File: src/core/pedx_pkg.sv
// Contract
// with energy sleep enabled and the sleep crossover extension bit set, crossover time grows by 2976 ms, else no extension.
// the sleep crossover extension bit resets to zero and the manual crossover extension bit to one.
// with auto-negotiation off and the manual extension bit set, crossover time grows by 32 periods of 62 ms; code also needs auto crossover on.
// with auto-negotiation on, the manual extension bit has no effect on crossover timing.
// software should set the manual extension bit when it turns auto-negotiation off with auto crossover on.
// soft-reset-immune fields return to defaults on the PHY reset but keep their values on a soft reset.
// the energy sleep enable bit turns the low power mode off at zero and on at one, and resets to zero.
// while energy sleep is active, link pulse behaviour comes from the sleep pulse and crossover register.
// the alternate irq select bit picks the primary scheme at zero and the alternate at one, resets to zero, soft-reset-immune.
// the energy present flag falls after 256 ms without line energy, or 1500 ms with auto-negotiation on.
// energy present is forced to one by hard reset, and by soft reset when auto-negotiation is or will be on.
// reserved bits of both registers read as zero and ignore writes.
package pedx_pkg;
  // register byte addresses: printed indices 16 and 17 times four, plus control, status and irq block
  localparam logic [7:0] PEDX_IDX_CFG = 8'h10;
  localparam logic [7:0] PEDX_IDX_MODE = 8'h11;
  localparam logic [7:0] PEDX_ADDR_CFG = 8'h40;
  localparam logic [7:0] PEDX_ADDR_MODE = 8'h44;
  localparam logic [7:0] PEDX_ADDR_CTRL = 8'h80;
  localparam logic [7:0] PEDX_ADDR_STAT = 8'h84;
  localparam logic [7:0] PEDX_ADDR_IRQ_ST = 8'h88;
  localparam logic [7:0] PEDX_ADDR_IRQ_EN = 8'h8c;
  localparam logic [7:0] PEDX_ADDR_IRQ_CLR = 8'h90;
  // field positions
  localparam int PEDX_CFG_XO_SLEEP = 1;
  localparam int PEDX_CFG_XO_MANUAL = 0;
  localparam int PEDX_MODE_SLEEP_EN = 13;
  localparam int PEDX_MODE_ALT_IRQ = 6;
  localparam int PEDX_MODE_ENERGY = 1;
  localparam logic [15:0] PEDX_CFG_WMASK = 16'hfc0b;
  localparam logic [15:0] PEDX_CFG_RST = 16'h0001;
  localparam logic [15:0] PEDX_MODE_WMASK = 16'h2040;
  localparam logic [15:0] PEDX_MODE_RST = 16'h0000;
  // control register bits: 0 aneg enable, 1 auto crossover, 2 soft reset, 3 phy reset
  localparam int PEDX_CTRL_ANEG = 0;
  localparam int PEDX_CTRL_AUTOXO = 1;
  localparam int PEDX_CTRL_SRST = 2;
  localparam int PEDX_CTRL_PRST = 3;
  localparam logic [3:0] PEDX_CTRL_RST = 4'h3;
  // irq bits: 0 energy lost, 1 energy gained
  localparam int PEDX_IRQ_W = 2;
  // timing
  localparam longint PEDX_CLK_HZ = 64'd50000000;
  localparam int PEDX_MS_CYC = int'(PEDX_CLK_HZ / 1000);
  localparam int PEDX_XO_SLEEP_MS = 2976;
  localparam int PEDX_XO_MAN_N = 32;
  localparam int PEDX_XO_MAN_PER_MS = 62;
  localparam int PEDX_XO_MAN_MS = PEDX_XO_MAN_N * PEDX_XO_MAN_PER_MS;
  localparam int PEDX_ENERGY_MS = 256;
  localparam int PEDX_ENERGY_AN_MS = 1500;
  localparam logic [1:0] PEDX_RESP_OK = 2'b00;
  localparam logic [1:0] PEDX_RESP_ERR = 2'b10;
endpackage : pedx_pkg

File: src/core/pedx_cfg_if.sv
`timescale 1ns/1ps
`default_nettype none
// configuration and control that the register bank hands to the timing core, and the energy state the core hands back
interface pedx_cfg_if;
  logic sleep_en;
  logic xo_sleep_ext;
  logic xo_man_ext;
  logic aneg_en;
  logic soft_rst;
  logic energy_present;
  logic energy_lost;
  logic energy_gained;
  modport regs (output sleep_en, xo_sleep_ext, xo_man_ext, aneg_en, soft_rst,
    input energy_present, energy_lost, energy_gained);
  modport core (input sleep_en, xo_sleep_ext, xo_man_ext, aneg_en, soft_rst,
    output energy_present, energy_lost, energy_gained);
endinterface : pedx_cfg_if
`default_nettype wire

File: src/core/pedx_energy.sv
`timescale 1ns/1ps
`default_nettype none
// energy presence timer and crossover extension select
module pedx_energy
  import pedx_pkg::*;
(
  input wire logic aclk,
  input wire logic aresetn,
  input wire logic line_energy,
  input wire logic ms_tick,
  output logic [11:0] xo_ext_ms,
  pedx_cfg_if.core cfg
);
  logic [10:0] idle_ms_r;
  logic energy_r;
  logic [10:0] limit;

  // longer hold with negotiation because pulses come in bursts
  assign limit = cfg.aneg_en ? 11'(PEDX_ENERGY_AN_MS) : 11'(PEDX_ENERGY_MS);

  // idle counter and flag; soft reset with aneg forces the flag high
  always_ff @(posedge aclk) begin
    if (!aresetn) begin
      idle_ms_r <= '0;
      energy_r <= 1'b1;
    end else if (cfg.soft_rst && cfg.aneg_en) begin
      idle_ms_r <= '0;
      energy_r <= 1'b1;
    end else if (line_energy) begin
      idle_ms_r <= '0;
      energy_r <= 1'b1;
    end else if (ms_tick && energy_r) begin
      if (idle_ms_r + 11'd1 >= limit) begin
        energy_r <= 1'b0;
        idle_ms_r <= '0;
      end else begin
        idle_ms_r <= idle_ms_r + 11'd1;
      end
    end
  end

  assign cfg.energy_present = energy_r;
  // only a soft reset that forces the flag up may mask the falling event
  assign cfg.energy_lost = energy_r && !line_energy && ms_tick && !(cfg.soft_rst && cfg.aneg_en)
    && (idle_ms_r + 11'd1 >= limit);
  assign cfg.energy_gained = !energy_r && line_energy;

  // crossover extension in ms; manual extension only counts without aneg
  always_comb begin
    xo_ext_ms = '0;
    if (cfg.sleep_en && cfg.xo_sleep_ext) begin
      xo_ext_ms = 12'(PEDX_XO_SLEEP_MS);
    end else if (!cfg.aneg_en && cfg.xo_man_ext) begin
      xo_ext_ms = 12'(PEDX_XO_MAN_MS);
    end
  end

  a_energy_hold: assert property (@(posedge aclk) disable iff (!aresetn)
    line_energy |=> cfg.energy_present)
    else $error("energy flag low after energy");
  a_xo_aneg_ignore: assert property (@(posedge aclk) disable iff (!aresetn)
    (cfg.aneg_en && !(cfg.sleep_en && cfg.xo_sleep_ext)) |-> xo_ext_ms == 12'd0)
    else $error("manual extension applied with aneg");
  a_xo_sleep_ext: assert property (@(posedge aclk) disable iff (!aresetn)
    (cfg.sleep_en && cfg.xo_sleep_ext) |-> xo_ext_ms == 12'd2976)
    else $error("sleep extension wrong");
  a_xo_manual_ext: assert property (@(posedge aclk) disable iff (!aresetn)
    (!cfg.aneg_en && cfg.xo_man_ext && !cfg.sleep_en) |-> xo_ext_ms == 12'd1984)
    else $error("manual extension wrong");
  a_energy_srst: assert property (@(posedge aclk) disable iff (!aresetn)
    (cfg.soft_rst && cfg.aneg_en) |=> cfg.energy_present)
    else $error("soft reset did not force energy flag");
endmodule : pedx_energy
`default_nettype wire

File: src/core/pedx_top.sv
// Design decision made here: the AXI4-Lite register port.
`timescale 1ns/1ps
`default_nettype none
// register bank for energy sleep and crossover timing, axi4-lite slave
module pedx_top
  import pedx_pkg::*;
(
  input wire logic aclk,
  input wire logic aresetn,
  input wire logic [7:0] s_axi_awaddr,
  input wire logic s_axi_awvalid,
  output logic s_axi_awready,
  input wire logic [31:0] s_axi_wdata,
  input wire logic [3:0] s_axi_wstrb,
  input wire logic s_axi_wvalid,
  output logic s_axi_wready,
  output logic [1:0] s_axi_bresp,
  output logic s_axi_bvalid,
  input wire logic s_axi_bready,
  input wire logic [7:0] s_axi_araddr,
  input wire logic s_axi_arvalid,
  output logic s_axi_arready,
  output logic [31:0] s_axi_rdata,
  output logic [1:0] s_axi_rresp,
  output logic s_axi_rvalid,
  input wire logic s_axi_rready,
  input wire logic line_energy,
  output logic energy_sleep_enable,
  output logic energy_detect_sleep_mode,
  output logic alternate_irq_select,
  output logic [11:0] xo_ext_ms,
  output logic [15:0] sleep_pulse_cfg,
  output logic phy_soft_reset_bit,
  output logic irq
);
  import pedx_pkg::*;

  pedx_cfg_if cfg ();

  logic [15:0] cfg_r;
  logic [15:0] mode_r;
  logic [3:0] ctrl_r;
  logic [PEDX_IRQ_W-1:0] irq_st_r;
  logic [PEDX_IRQ_W-1:0] irq_en_r;
  logic [15:0] ms_cnt_r;
  logic ms_tick;
  logic [7:0] aw_addr_r;
  logic aw_have_r;
  logic [31:0] w_data_r;
  logic [3:0] w_strb_r;
  logic w_have_r;
  logic wr_go;
  logic prst;
  logic [31:0] wmask;
  logic [31:0] wval;
  logic [15:0] mode_rd;
  logic [PEDX_IRQ_W-1:0] irq_set;
  logic [PEDX_IRQ_W-1:0] irq_clr;
  logic sleep_state_r;

  // merges strobed bytes of a write into the current word
  function automatic logic [31:0] merge(input logic [31:0] cur, input logic [31:0] d,
                                        input logic [3:0] strb);
    logic [31:0] m;
    m = {{8{strb[3]}}, {8{strb[2]}}, {8{strb[1]}}, {8{strb[0]}}};
    merge = (cur & ~m) | (d & m);
  endfunction : merge

  // millisecond enable from the 50 MHz clock
  always_ff @(posedge aclk) begin
    if (!aresetn || ms_tick) begin
      ms_cnt_r <= '0;
    end else begin
      ms_cnt_r <= ms_cnt_r + 16'd1;
    end
  end
  assign ms_tick = (ms_cnt_r == 16'(PEDX_MS_CYC - 1));

  // write address and data are captured independently, in either order
  always_ff @(posedge aclk) begin
    if (!aresetn) begin
      aw_have_r <= 1'b0;
      aw_addr_r <= '0;
    end else if (s_axi_awvalid && s_axi_awready) begin
      aw_have_r <= 1'b1;
      aw_addr_r <= s_axi_awaddr;
    end else if (wr_go) begin
      aw_have_r <= 1'b0;
    end
  end

  always_ff @(posedge aclk) begin
    if (!aresetn) begin
      w_have_r <= 1'b0;
      w_data_r <= '0;
      w_strb_r <= '0;
    end else if (s_axi_wvalid && s_axi_wready) begin
      w_have_r <= 1'b1;
      w_data_r <= s_axi_wdata;
      w_strb_r <= s_axi_wstrb;
    end else if (wr_go) begin
      w_have_r <= 1'b0;
    end
  end

  assign s_axi_awready = !aw_have_r && !s_axi_bvalid;
  assign s_axi_wready = !w_have_r && !s_axi_bvalid;
  assign wr_go = aw_have_r && w_have_r && !s_axi_bvalid;

  // write response; unmapped addresses answer slverr
  always_ff @(posedge aclk) begin
    if (!aresetn) begin
      s_axi_bvalid <= 1'b0;
      s_axi_bresp <= PEDX_RESP_OK;
    end else if (wr_go) begin
      s_axi_bvalid <= 1'b1;
      unique case (aw_addr_r & 8'hfc)
        PEDX_ADDR_CFG, PEDX_ADDR_MODE, PEDX_ADDR_CTRL, PEDX_ADDR_STAT,
        PEDX_ADDR_IRQ_ST, PEDX_ADDR_IRQ_EN, PEDX_ADDR_IRQ_CLR: s_axi_bresp <= PEDX_RESP_OK;
        default: s_axi_bresp <= PEDX_RESP_ERR;
      endcase
    end else if (s_axi_bready) begin
      s_axi_bvalid <= 1'b0;
    end
  end

  assign wval = merge(32'h0, w_data_r, w_strb_r);
  assign wmask = merge(32'h0, 32'hffffffff, w_strb_r);
  assign prst = ctrl_r[PEDX_CTRL_PRST];

  // control register: aneg and auto crossover levels, self clearing reset pulses
  always_ff @(posedge aclk) begin
    if (!aresetn) begin
      ctrl_r <= PEDX_CTRL_RST;
    end else begin
      ctrl_r[PEDX_CTRL_SRST] <= 1'b0;
      ctrl_r[PEDX_CTRL_PRST] <= 1'b0;
      if (wr_go && (aw_addr_r & 8'hfc) == PEDX_ADDR_CTRL) begin
        ctrl_r <= 4'(merge({28'h0, ctrl_r}, wval, w_strb_r));
      end
    end
  end

  // soft-reset-immune fields: only hard and phy reset restore them; soft reset leaves them
  always_ff @(posedge aclk) begin
    if (!aresetn || prst) begin
      cfg_r <= PEDX_CFG_RST;
      mode_r <= PEDX_MODE_RST;
    end else if (wr_go) begin
      if ((aw_addr_r & 8'hfc) == PEDX_ADDR_CFG) begin
        cfg_r <= (cfg_r & ~(PEDX_CFG_WMASK & wmask[15:0]))
          | (wval[15:0] & PEDX_CFG_WMASK & wmask[15:0]);
      end
      if ((aw_addr_r & 8'hfc) == PEDX_ADDR_MODE) begin
        mode_r <= (mode_r & ~(PEDX_MODE_WMASK & wmask[15:0]))
          | (wval[15:0] & PEDX_MODE_WMASK & wmask[15:0]);
      end
    end
  end

  // sleep state entered when enabled and no energy; left once energy returns
  always_ff @(posedge aclk) begin
    if (!aresetn) begin
      sleep_state_r <= 1'b0;
    end else begin
      sleep_state_r <= mode_r[PEDX_MODE_SLEEP_EN] && !cfg.energy_present;
    end
  end

  assign cfg.sleep_en = mode_r[PEDX_MODE_SLEEP_EN];
  assign cfg.xo_sleep_ext = cfg_r[PEDX_CFG_XO_SLEEP];
  // manual extension only matters with auto crossover running
  assign cfg.xo_man_ext = cfg_r[PEDX_CFG_XO_MANUAL] && ctrl_r[PEDX_CTRL_AUTOXO];
  assign cfg.aneg_en = ctrl_r[PEDX_CTRL_ANEG];
  assign cfg.soft_rst = ctrl_r[PEDX_CTRL_SRST];

  pedx_energy u_energy (
    .aclk(aclk),
    .aresetn(aresetn),
    .line_energy(line_energy),
    .ms_tick(ms_tick),
    .xo_ext_ms(xo_ext_ms),
    .cfg(cfg.core)
  );

  assign energy_sleep_enable = mode_r[PEDX_MODE_SLEEP_EN];
  assign energy_detect_sleep_mode = sleep_state_r;
  assign alternate_irq_select = mode_r[PEDX_MODE_ALT_IRQ];
  // pulse config is only presented while the sleep state is live
  assign sleep_pulse_cfg = sleep_state_r ? (cfg_r & 16'hfc08) : 16'h0000;
  assign phy_soft_reset_bit = ctrl_r[PEDX_CTRL_SRST];

  // sticky irq status: set wins over clear
  assign irq_set = {cfg.energy_gained, cfg.energy_lost};
  assign irq_clr = (wr_go && (aw_addr_r & 8'hfc) == PEDX_ADDR_IRQ_CLR)
    ? wval[PEDX_IRQ_W-1:0] : '0;
  always_ff @(posedge aclk) begin
    if (!aresetn) begin
      irq_st_r <= '0;
    end else begin
      irq_st_r <= (irq_st_r & ~irq_clr) | irq_set;
    end
  end

  always_ff @(posedge aclk) begin
    if (!aresetn) begin
      irq_en_r <= '0;
    end else if (wr_go && (aw_addr_r & 8'hfc) == PEDX_ADDR_IRQ_EN) begin
      irq_en_r <= wval[PEDX_IRQ_W-1:0];
    end
  end
  assign irq = |(irq_st_r & irq_en_r);

  // reads; reserved bits come back zero
  assign mode_rd = mode_r | (cfg.energy_present ? 16'h0002 : 16'h0000);
  assign s_axi_arready = !s_axi_rvalid;
  always_ff @(posedge aclk) begin
    if (!aresetn) begin
      s_axi_rvalid <= 1'b0;
      s_axi_rdata <= '0;
      s_axi_rresp <= PEDX_RESP_OK;
    end else if (s_axi_arvalid && s_axi_arready) begin
      s_axi_rvalid <= 1'b1;
      s_axi_rresp <= PEDX_RESP_OK;
      unique case (s_axi_araddr & 8'hfc)
        PEDX_ADDR_CFG: s_axi_rdata <= {16'h0, cfg_r};
        PEDX_ADDR_MODE: s_axi_rdata <= {16'h0, mode_rd};
        PEDX_ADDR_CTRL: s_axi_rdata <= {28'h0, ctrl_r};
        PEDX_ADDR_STAT: s_axi_rdata <= {20'h0, xo_ext_ms};
        PEDX_ADDR_IRQ_ST: s_axi_rdata <= {30'h0, irq_st_r};
        PEDX_ADDR_IRQ_EN: s_axi_rdata <= {30'h0, irq_en_r};
        PEDX_ADDR_IRQ_CLR: s_axi_rdata <= 32'h0;
        default: begin
          s_axi_rdata <= 32'h0;
          s_axi_rresp <= PEDX_RESP_ERR;
        end
      endcase
    end else if (s_axi_rready) begin
      s_axi_rvalid <= 1'b0;
    end
  end

  // bus answers stand until the master takes them; a read answer comes one cycle after its request, a write answer one cycle after both halves are held
  a_bvalid_hold: assert property (@(posedge aclk) disable iff (!aresetn)
    (s_axi_bvalid && !s_axi_bready) |=> (s_axi_bvalid && $stable(s_axi_bresp)))
    else $error("write response dropped before taken");
  a_rvalid_hold: assert property (@(posedge aclk) disable iff (!aresetn)
    (s_axi_rvalid && !s_axi_rready) |=> (s_axi_rvalid && $stable(s_axi_rdata)))
    else $error("read answer dropped or changed before taken");
  a_write_answer: assert property (@(posedge aclk) disable iff (!aresetn)
    wr_go |=> s_axi_bvalid)
    else $error("write response late");
  a_read_answer: assert property (@(posedge aclk) disable iff (!aresetn)
    (s_axi_arvalid && s_axi_arready) |=> s_axi_rvalid)
    else $error("read answer late");

  // sticky status: an event is never lost, a clear only drops what it names
  a_irq_set_wins: assert property (@(posedge aclk) disable iff (!aresetn)
    (|irq_set) |=> ((irq_st_r & $past(irq_set)) == $past(irq_set)))
    else $error("irq event lost");
  a_irq_clear: assert property (@(posedge aclk) disable iff (!aresetn)
    (|irq_clr) |=> ((irq_st_r & $past(irq_clr) & ~$past(irq_set)) == '0))
    else $error("irq clear ignored");
  a_irq_sticky: assert property (@(posedge aclk) disable iff (!aresetn)
    (irq_clr == '0) |=> ((irq_st_r & $past(irq_st_r)) == $past(irq_st_r)))
    else $error("irq status dropped without clear");

  // reset strobes, register views and the sleep state
  a_reset_pulses: assert property (@(posedge aclk) disable iff (!aresetn)
    (ctrl_r[PEDX_CTRL_SRST] || prst) |=> !(ctrl_r[PEDX_CTRL_SRST] || prst))
    else $error("reset strobe longer than one cycle");
  a_stat_read: assert property (@(posedge aclk) disable iff (!aresetn)
    (s_axi_arvalid && s_axi_arready && (s_axi_araddr & 8'hfc) == PEDX_ADDR_STAT)
    |=> s_axi_rdata == {20'h0, $past(xo_ext_ms)}) else $error("extension read wrong");
  a_flag_read: assert property (@(posedge aclk) disable iff (!aresetn)
    (s_axi_arvalid && s_axi_arready && (s_axi_araddr & 8'hfc) == PEDX_ADDR_MODE)
    |=> s_axi_rdata[1] == $past(cfg.energy_present)) else $error("energy flag read wrong");
  a_sleep_enter: assert property (@(posedge aclk) disable iff (!aresetn)
    (energy_sleep_enable && !cfg.energy_present) |=> energy_detect_sleep_mode)
    else $error("sleep state not entered");

  // register contents and their outputs
  a_prst_defaults: assert property (@(posedge aclk) disable iff (!aresetn)
    prst |=> (cfg_r == 16'h0001 && mode_r == 16'h0000))
    else $error("phy reset did not restore defaults");
  a_srst_keeps: assert property (@(posedge aclk) disable iff (!aresetn)
    (cfg.soft_rst && !prst && !wr_go) |=> ($stable(cfg_r) && $stable(mode_r)))
    else $error("soft reset changed immune fields");
  a_reserved_zero: assert property (@(posedge aclk) disable iff (!aresetn)
    ((cfg_r & 16'h03f4) == 16'h0 && (mode_r & 16'hdfbf) == 16'h0))
    else $error("reserved bits set");
  a_alt_irq_out: assert property (@(posedge aclk) disable iff (!aresetn)
    alternate_irq_select == mode_r[6])
    else $error("alt irq select mismatch");
  a_sleep_cfg_gate: assert property (@(posedge aclk) disable iff (!aresetn)
    !sleep_state_r |-> sleep_pulse_cfg == 16'h0)
    else $error("pulse cfg outside sleep");
  a_sleep_state: assert property (@(posedge aclk) disable iff (!aresetn)
    !energy_sleep_enable |=> !energy_detect_sleep_mode)
    else $error("sleep while disabled");
endmodule : pedx_top
`default_nettype wire

File: config.mk
export PLATFORM = sky130hd
export DESIGN_NAME = pedx_top
export DESIGN_NICKNAME = d
export VERILOG_FILES = /design/src/core/pedx_pkg.sv /design/src/core/pedx_cfg_if.sv /design/src/core/pedx_energy.sv /design/src/core/pedx_top.sv
export SDC_FILE = /design/constraint.sdc
export NUM_CORES = 1
export LEC_CHECK = 0
export ABC_CLOCK_PERIOD_IN_PS = 3200
export BUFFER_PORTS_ARGS = -buffer_cell sky130_fd_sc_hd__buf_2
export CORE_ASPECT_RATIO = 0.7
export CORE_MARGIN = 1
export CORE_UTILIZATION = 47
export CTS_CLUSTER_DIAMETER = 100
export DETAILED_ROUTE_END_ITERATION = 8
export PLACE_DENSITY_LB_ADDON = 0.08
export SLEW_MARGIN = 30
export SYNTH_ARGS = -nofsm -noshare
export SYNTH_HDL_FRONTEND = slang
export SYNTH_SLANG_ARGS = --single-unit
File: constraint.sdc
create_clock -name aclk -period 3.2 [get_ports aclk]
set_input_delay 0.16 -clock aclk [delete_from_list [all_inputs] [get_ports aclk]]
set_output_delay 0.16 -clock aclk [all_outputs]
set_load 0.02 [all_outputs]
==> flow_summary_export.csv <==
group,metric,value,unit
final_layout,fin_nets,658,
yosys,synth.top_cell.area_share,0.387,
critical_path,max_stage_delay,0.35,ns
clock_network,cts_setup_buffers,0,
critical_path,slowest_stage,"dfxtp_1",
timing,rsz0062_at_grt,"no",
floorplan,io_pins,134,
yosys,ys_seq_area_frac,0.387,
yosys,yosys.cell_count.top_type,"dfxtp_1",
critical_path,cp-start-kind,"flop",
yosys,synth_flop_cell,"dfxtp_1",
yosys,synth_largest_area_cell,"dfxtp_1",
timing,slew_headroom,0.513,
grt,grt_pass1_wl,16.7,mm
pwr,max-vdd-ir-drop,0.295,mV
grt,met1_usage,0.318,
floorplan,placementRows,29,
floorplan,die_y,83.4,um
critical_path,crit_type,"reg -> reg",
status,status,"complete, no violations",
timing,worst_clock_skew,0.00722,ns
timing,fmax,342,MHz
timing,fin_ws,0.274,ns
routing,drc_errors,0,
yosys,synth.cell_area,4450,um^2
clock_network,root_buffer,"clkbuf_16",
timing,timing.hold.ws,0.0659,ns
grt,grt.total_usage,0.212,
yosys,synth_cells,525,
timing,tightest_slew,0.725,ns
routing,ant_nets,0,
yosys,ys_top_cells_by_count,"dfxtp_1, nand2_1, nor2_1, buf_4, a21boi_0",
yosys,synth_edf_count,0,
floorplan,coreArea,9140,um^2
pwr,power_density,480,nW/um^2
clock_network,cts.clk_slew.worst_paths,0.07,ns
timing,finalSetupViolations,0,
final_layout,area_growth,14.9,%
routing,dr.pass1.iters,5,
grt,grt_pass1_vias,3288,
grt,grt_use_met2,0.293,
placement,place_ws,0.269,ns
critical_path,crit_chain,"ha_1 -> nand3_1 -> or2_2 -> nor2_1 -> xor2_1 -> ha_1 -> inv_1 -> a2111oi_0 -> a211o_1 -> a211oi_4 -> buf_4 -> nand4_1 -> a21oi_1",
timing,slew_violations,0,
clock_network,clock_latency,0.34,ns
clock_network,tritoncts,"built",
routing,vias,3793,
floorplan,die_w,118,um
grt,met3_usage,0.0556,
min_path,hold_path_class,"in -> reg",
grt,grt_max_degree,31,
routing,routed_wl,10.2,mm
grt,antenna_found_initial,0,
placement,post-dp-hpwl,7.42,mm
placement,io_buffers,73,
yosys,synthArstFlopShare,0,
final_layout,drive_above_1_share,0.193,
clock_network,cts_sinks,86,
routing,first_iter_violations,256,
critical_path,end_kind,"flop",
timing,setup_tns,0,ns
routing,wl_per_cell,14.1,um
routing,via_per_inst,5.28,
critical_path,critPathMostFrequentCell,"ha_1",
grt,overflow,0,
yosys,synth_top_cells_by_area,"dfxtp_1, buf_4, nand2_1",
critical_path,crit_fanout,9,
clock_network,hold_buffers,0,
floorplan,dieArea,9870,um^2
timing,fin_crit_sh,0.915,
pwr,power.total,2.45,mW
yosys,ys_types,57,
clock_network,cts_buffers,9,
flow_run,cap_violations,0,
grt,busiest_layer,"met1",
timing,hold_violations,0,
clock_network,ctsHtreeMaxLevel,3,
placement,gp_congestion,0.844,
yosys,synth-seq-cells,86,
pwr,leakage,2.14,nW
yosys,yosys_warnings,0,
clock_network,clk_path_buf_depth,2,
floorplan,initial_core_util,0.487,
final_layout,diodes,0,
timing,min_period,2.93,ns
yosys,syn_area_per_cell,8.48,um^2
critical_path,cp.arrival,3.19,ns
critical_path,cp.required,3.46,ns
final cells by class:
type / count / area [um^2]
Tap cell: 124 / 155
Fill cell: 855 / 4030
Timing Repair Buffer: 84 / 448
Clock buffer: 11 / 253
Clock inverter: 5 / 81.3
Sequential cell: 86 / 1720
Inverter: 11 / 41.3
Multi-Input combinational cell: 398 / 2410
worst max-delay path, delay by kind of cell (launching register included):
kind | cells | cell delay [ns]
xor+xnor | 1 | 0.21
fa+ha+maj | 2 | 0.48
flops | 1 | 0.35
simple gates | 4 | 0.73
compound gates | 4 | 0.78
buf+inv | 2 | 0.31
cell families (layout without fill, tap and decap cells):
family	Yosys count	after routing	synth area share
other	1	33	0.000842
AOI/OAI and AO/OA	89	89	0.149
and+or+nand+nor	229	229	0.259
xor gates and xnor gates	18	18	0.0354
DFF	86	86	0.387
muxes	21	21	0.0478
adders and majority gates	8	8	0.0225
buffers and inverters	73	111	0.0983
per-layer routing:
metal	wire [um]	share of wire	vias up
met2	4110	0.40	127
met5	0	0	-
met4	81	0.0080	0
met1	5340	0.53	1787
met3	638	0.063	10
li1	-	-	1869
metrics by stage:
stage          cell area [um^2]  utilization  cells
6_report                   5110        0.559    719
5_1_grt                    5110        0.559    719
4_1_cts                    5110        0.559    719
3_5_place_dp               4780        0.523    703
3_3_place_gp               4780        0.523    703
2_1_floorplan              4570            -    557
path summary, 6_finish.rpt:
kind	from	endpoint	slack, ns	cells past startpoint
worst min register to register	s_axi_rdata[14]$_SDFFE_PN0P_	s_axi_rdata[14]$_SDFFE_PN0P_	0.46	2
worst min-delay path	s_axi_wdata[10]	w_data_r[10]$_SDFFE_PN0P_	0.07	3
worst max register to register	u_energy.idle_ms_r[0]$_SDFFE_PP0P_	u_energy.idle_ms_r[6]$_SDFFE_PP0P_	0.27	13
worst max-delay path	u_energy.idle_ms_r[0]$_SDFFE_PP0P_	u_energy.idle_ms_r[6]$_SDFFE_PP0P_	0.27	13
repair_timing:
item,4_1_cts,5_1_grt
gates resized for setup,0,1
hold endpoints to repair,0,0
endpoints found under the setup margin,0,1
power by group:
group	total, mW	internal, mW	switching, mW
sequential	1.12	1.10	0.0237
combinational	0.181	0.0582	0.123
clock	1.15	0.726	0.427
total	2.45	1.88	0.574
placed cells by master, fill, tap and decap left out, drive strengths merged, types with 3 or more instances in the layout:
cell,count
a21boi,26
a21oi,16
a22o,4
a22oi,4
a31oi,3
a32oi,5
and2,14
and3,6
and4,3
buf,84
clkbuf,11
conb,33
dfxtp,86
ha,8
inv,11
mux2i,19
nand2,76
nand2b,8
nand3,19
nand3b,4
nand4,12
nor2,45
nor2b,15
nor3,7
o21ai,13
o31ai,4
or2,4
or3,4
xnor2,9
xor2,9
No activity file was read; power rests on OpenSTA's default activity.
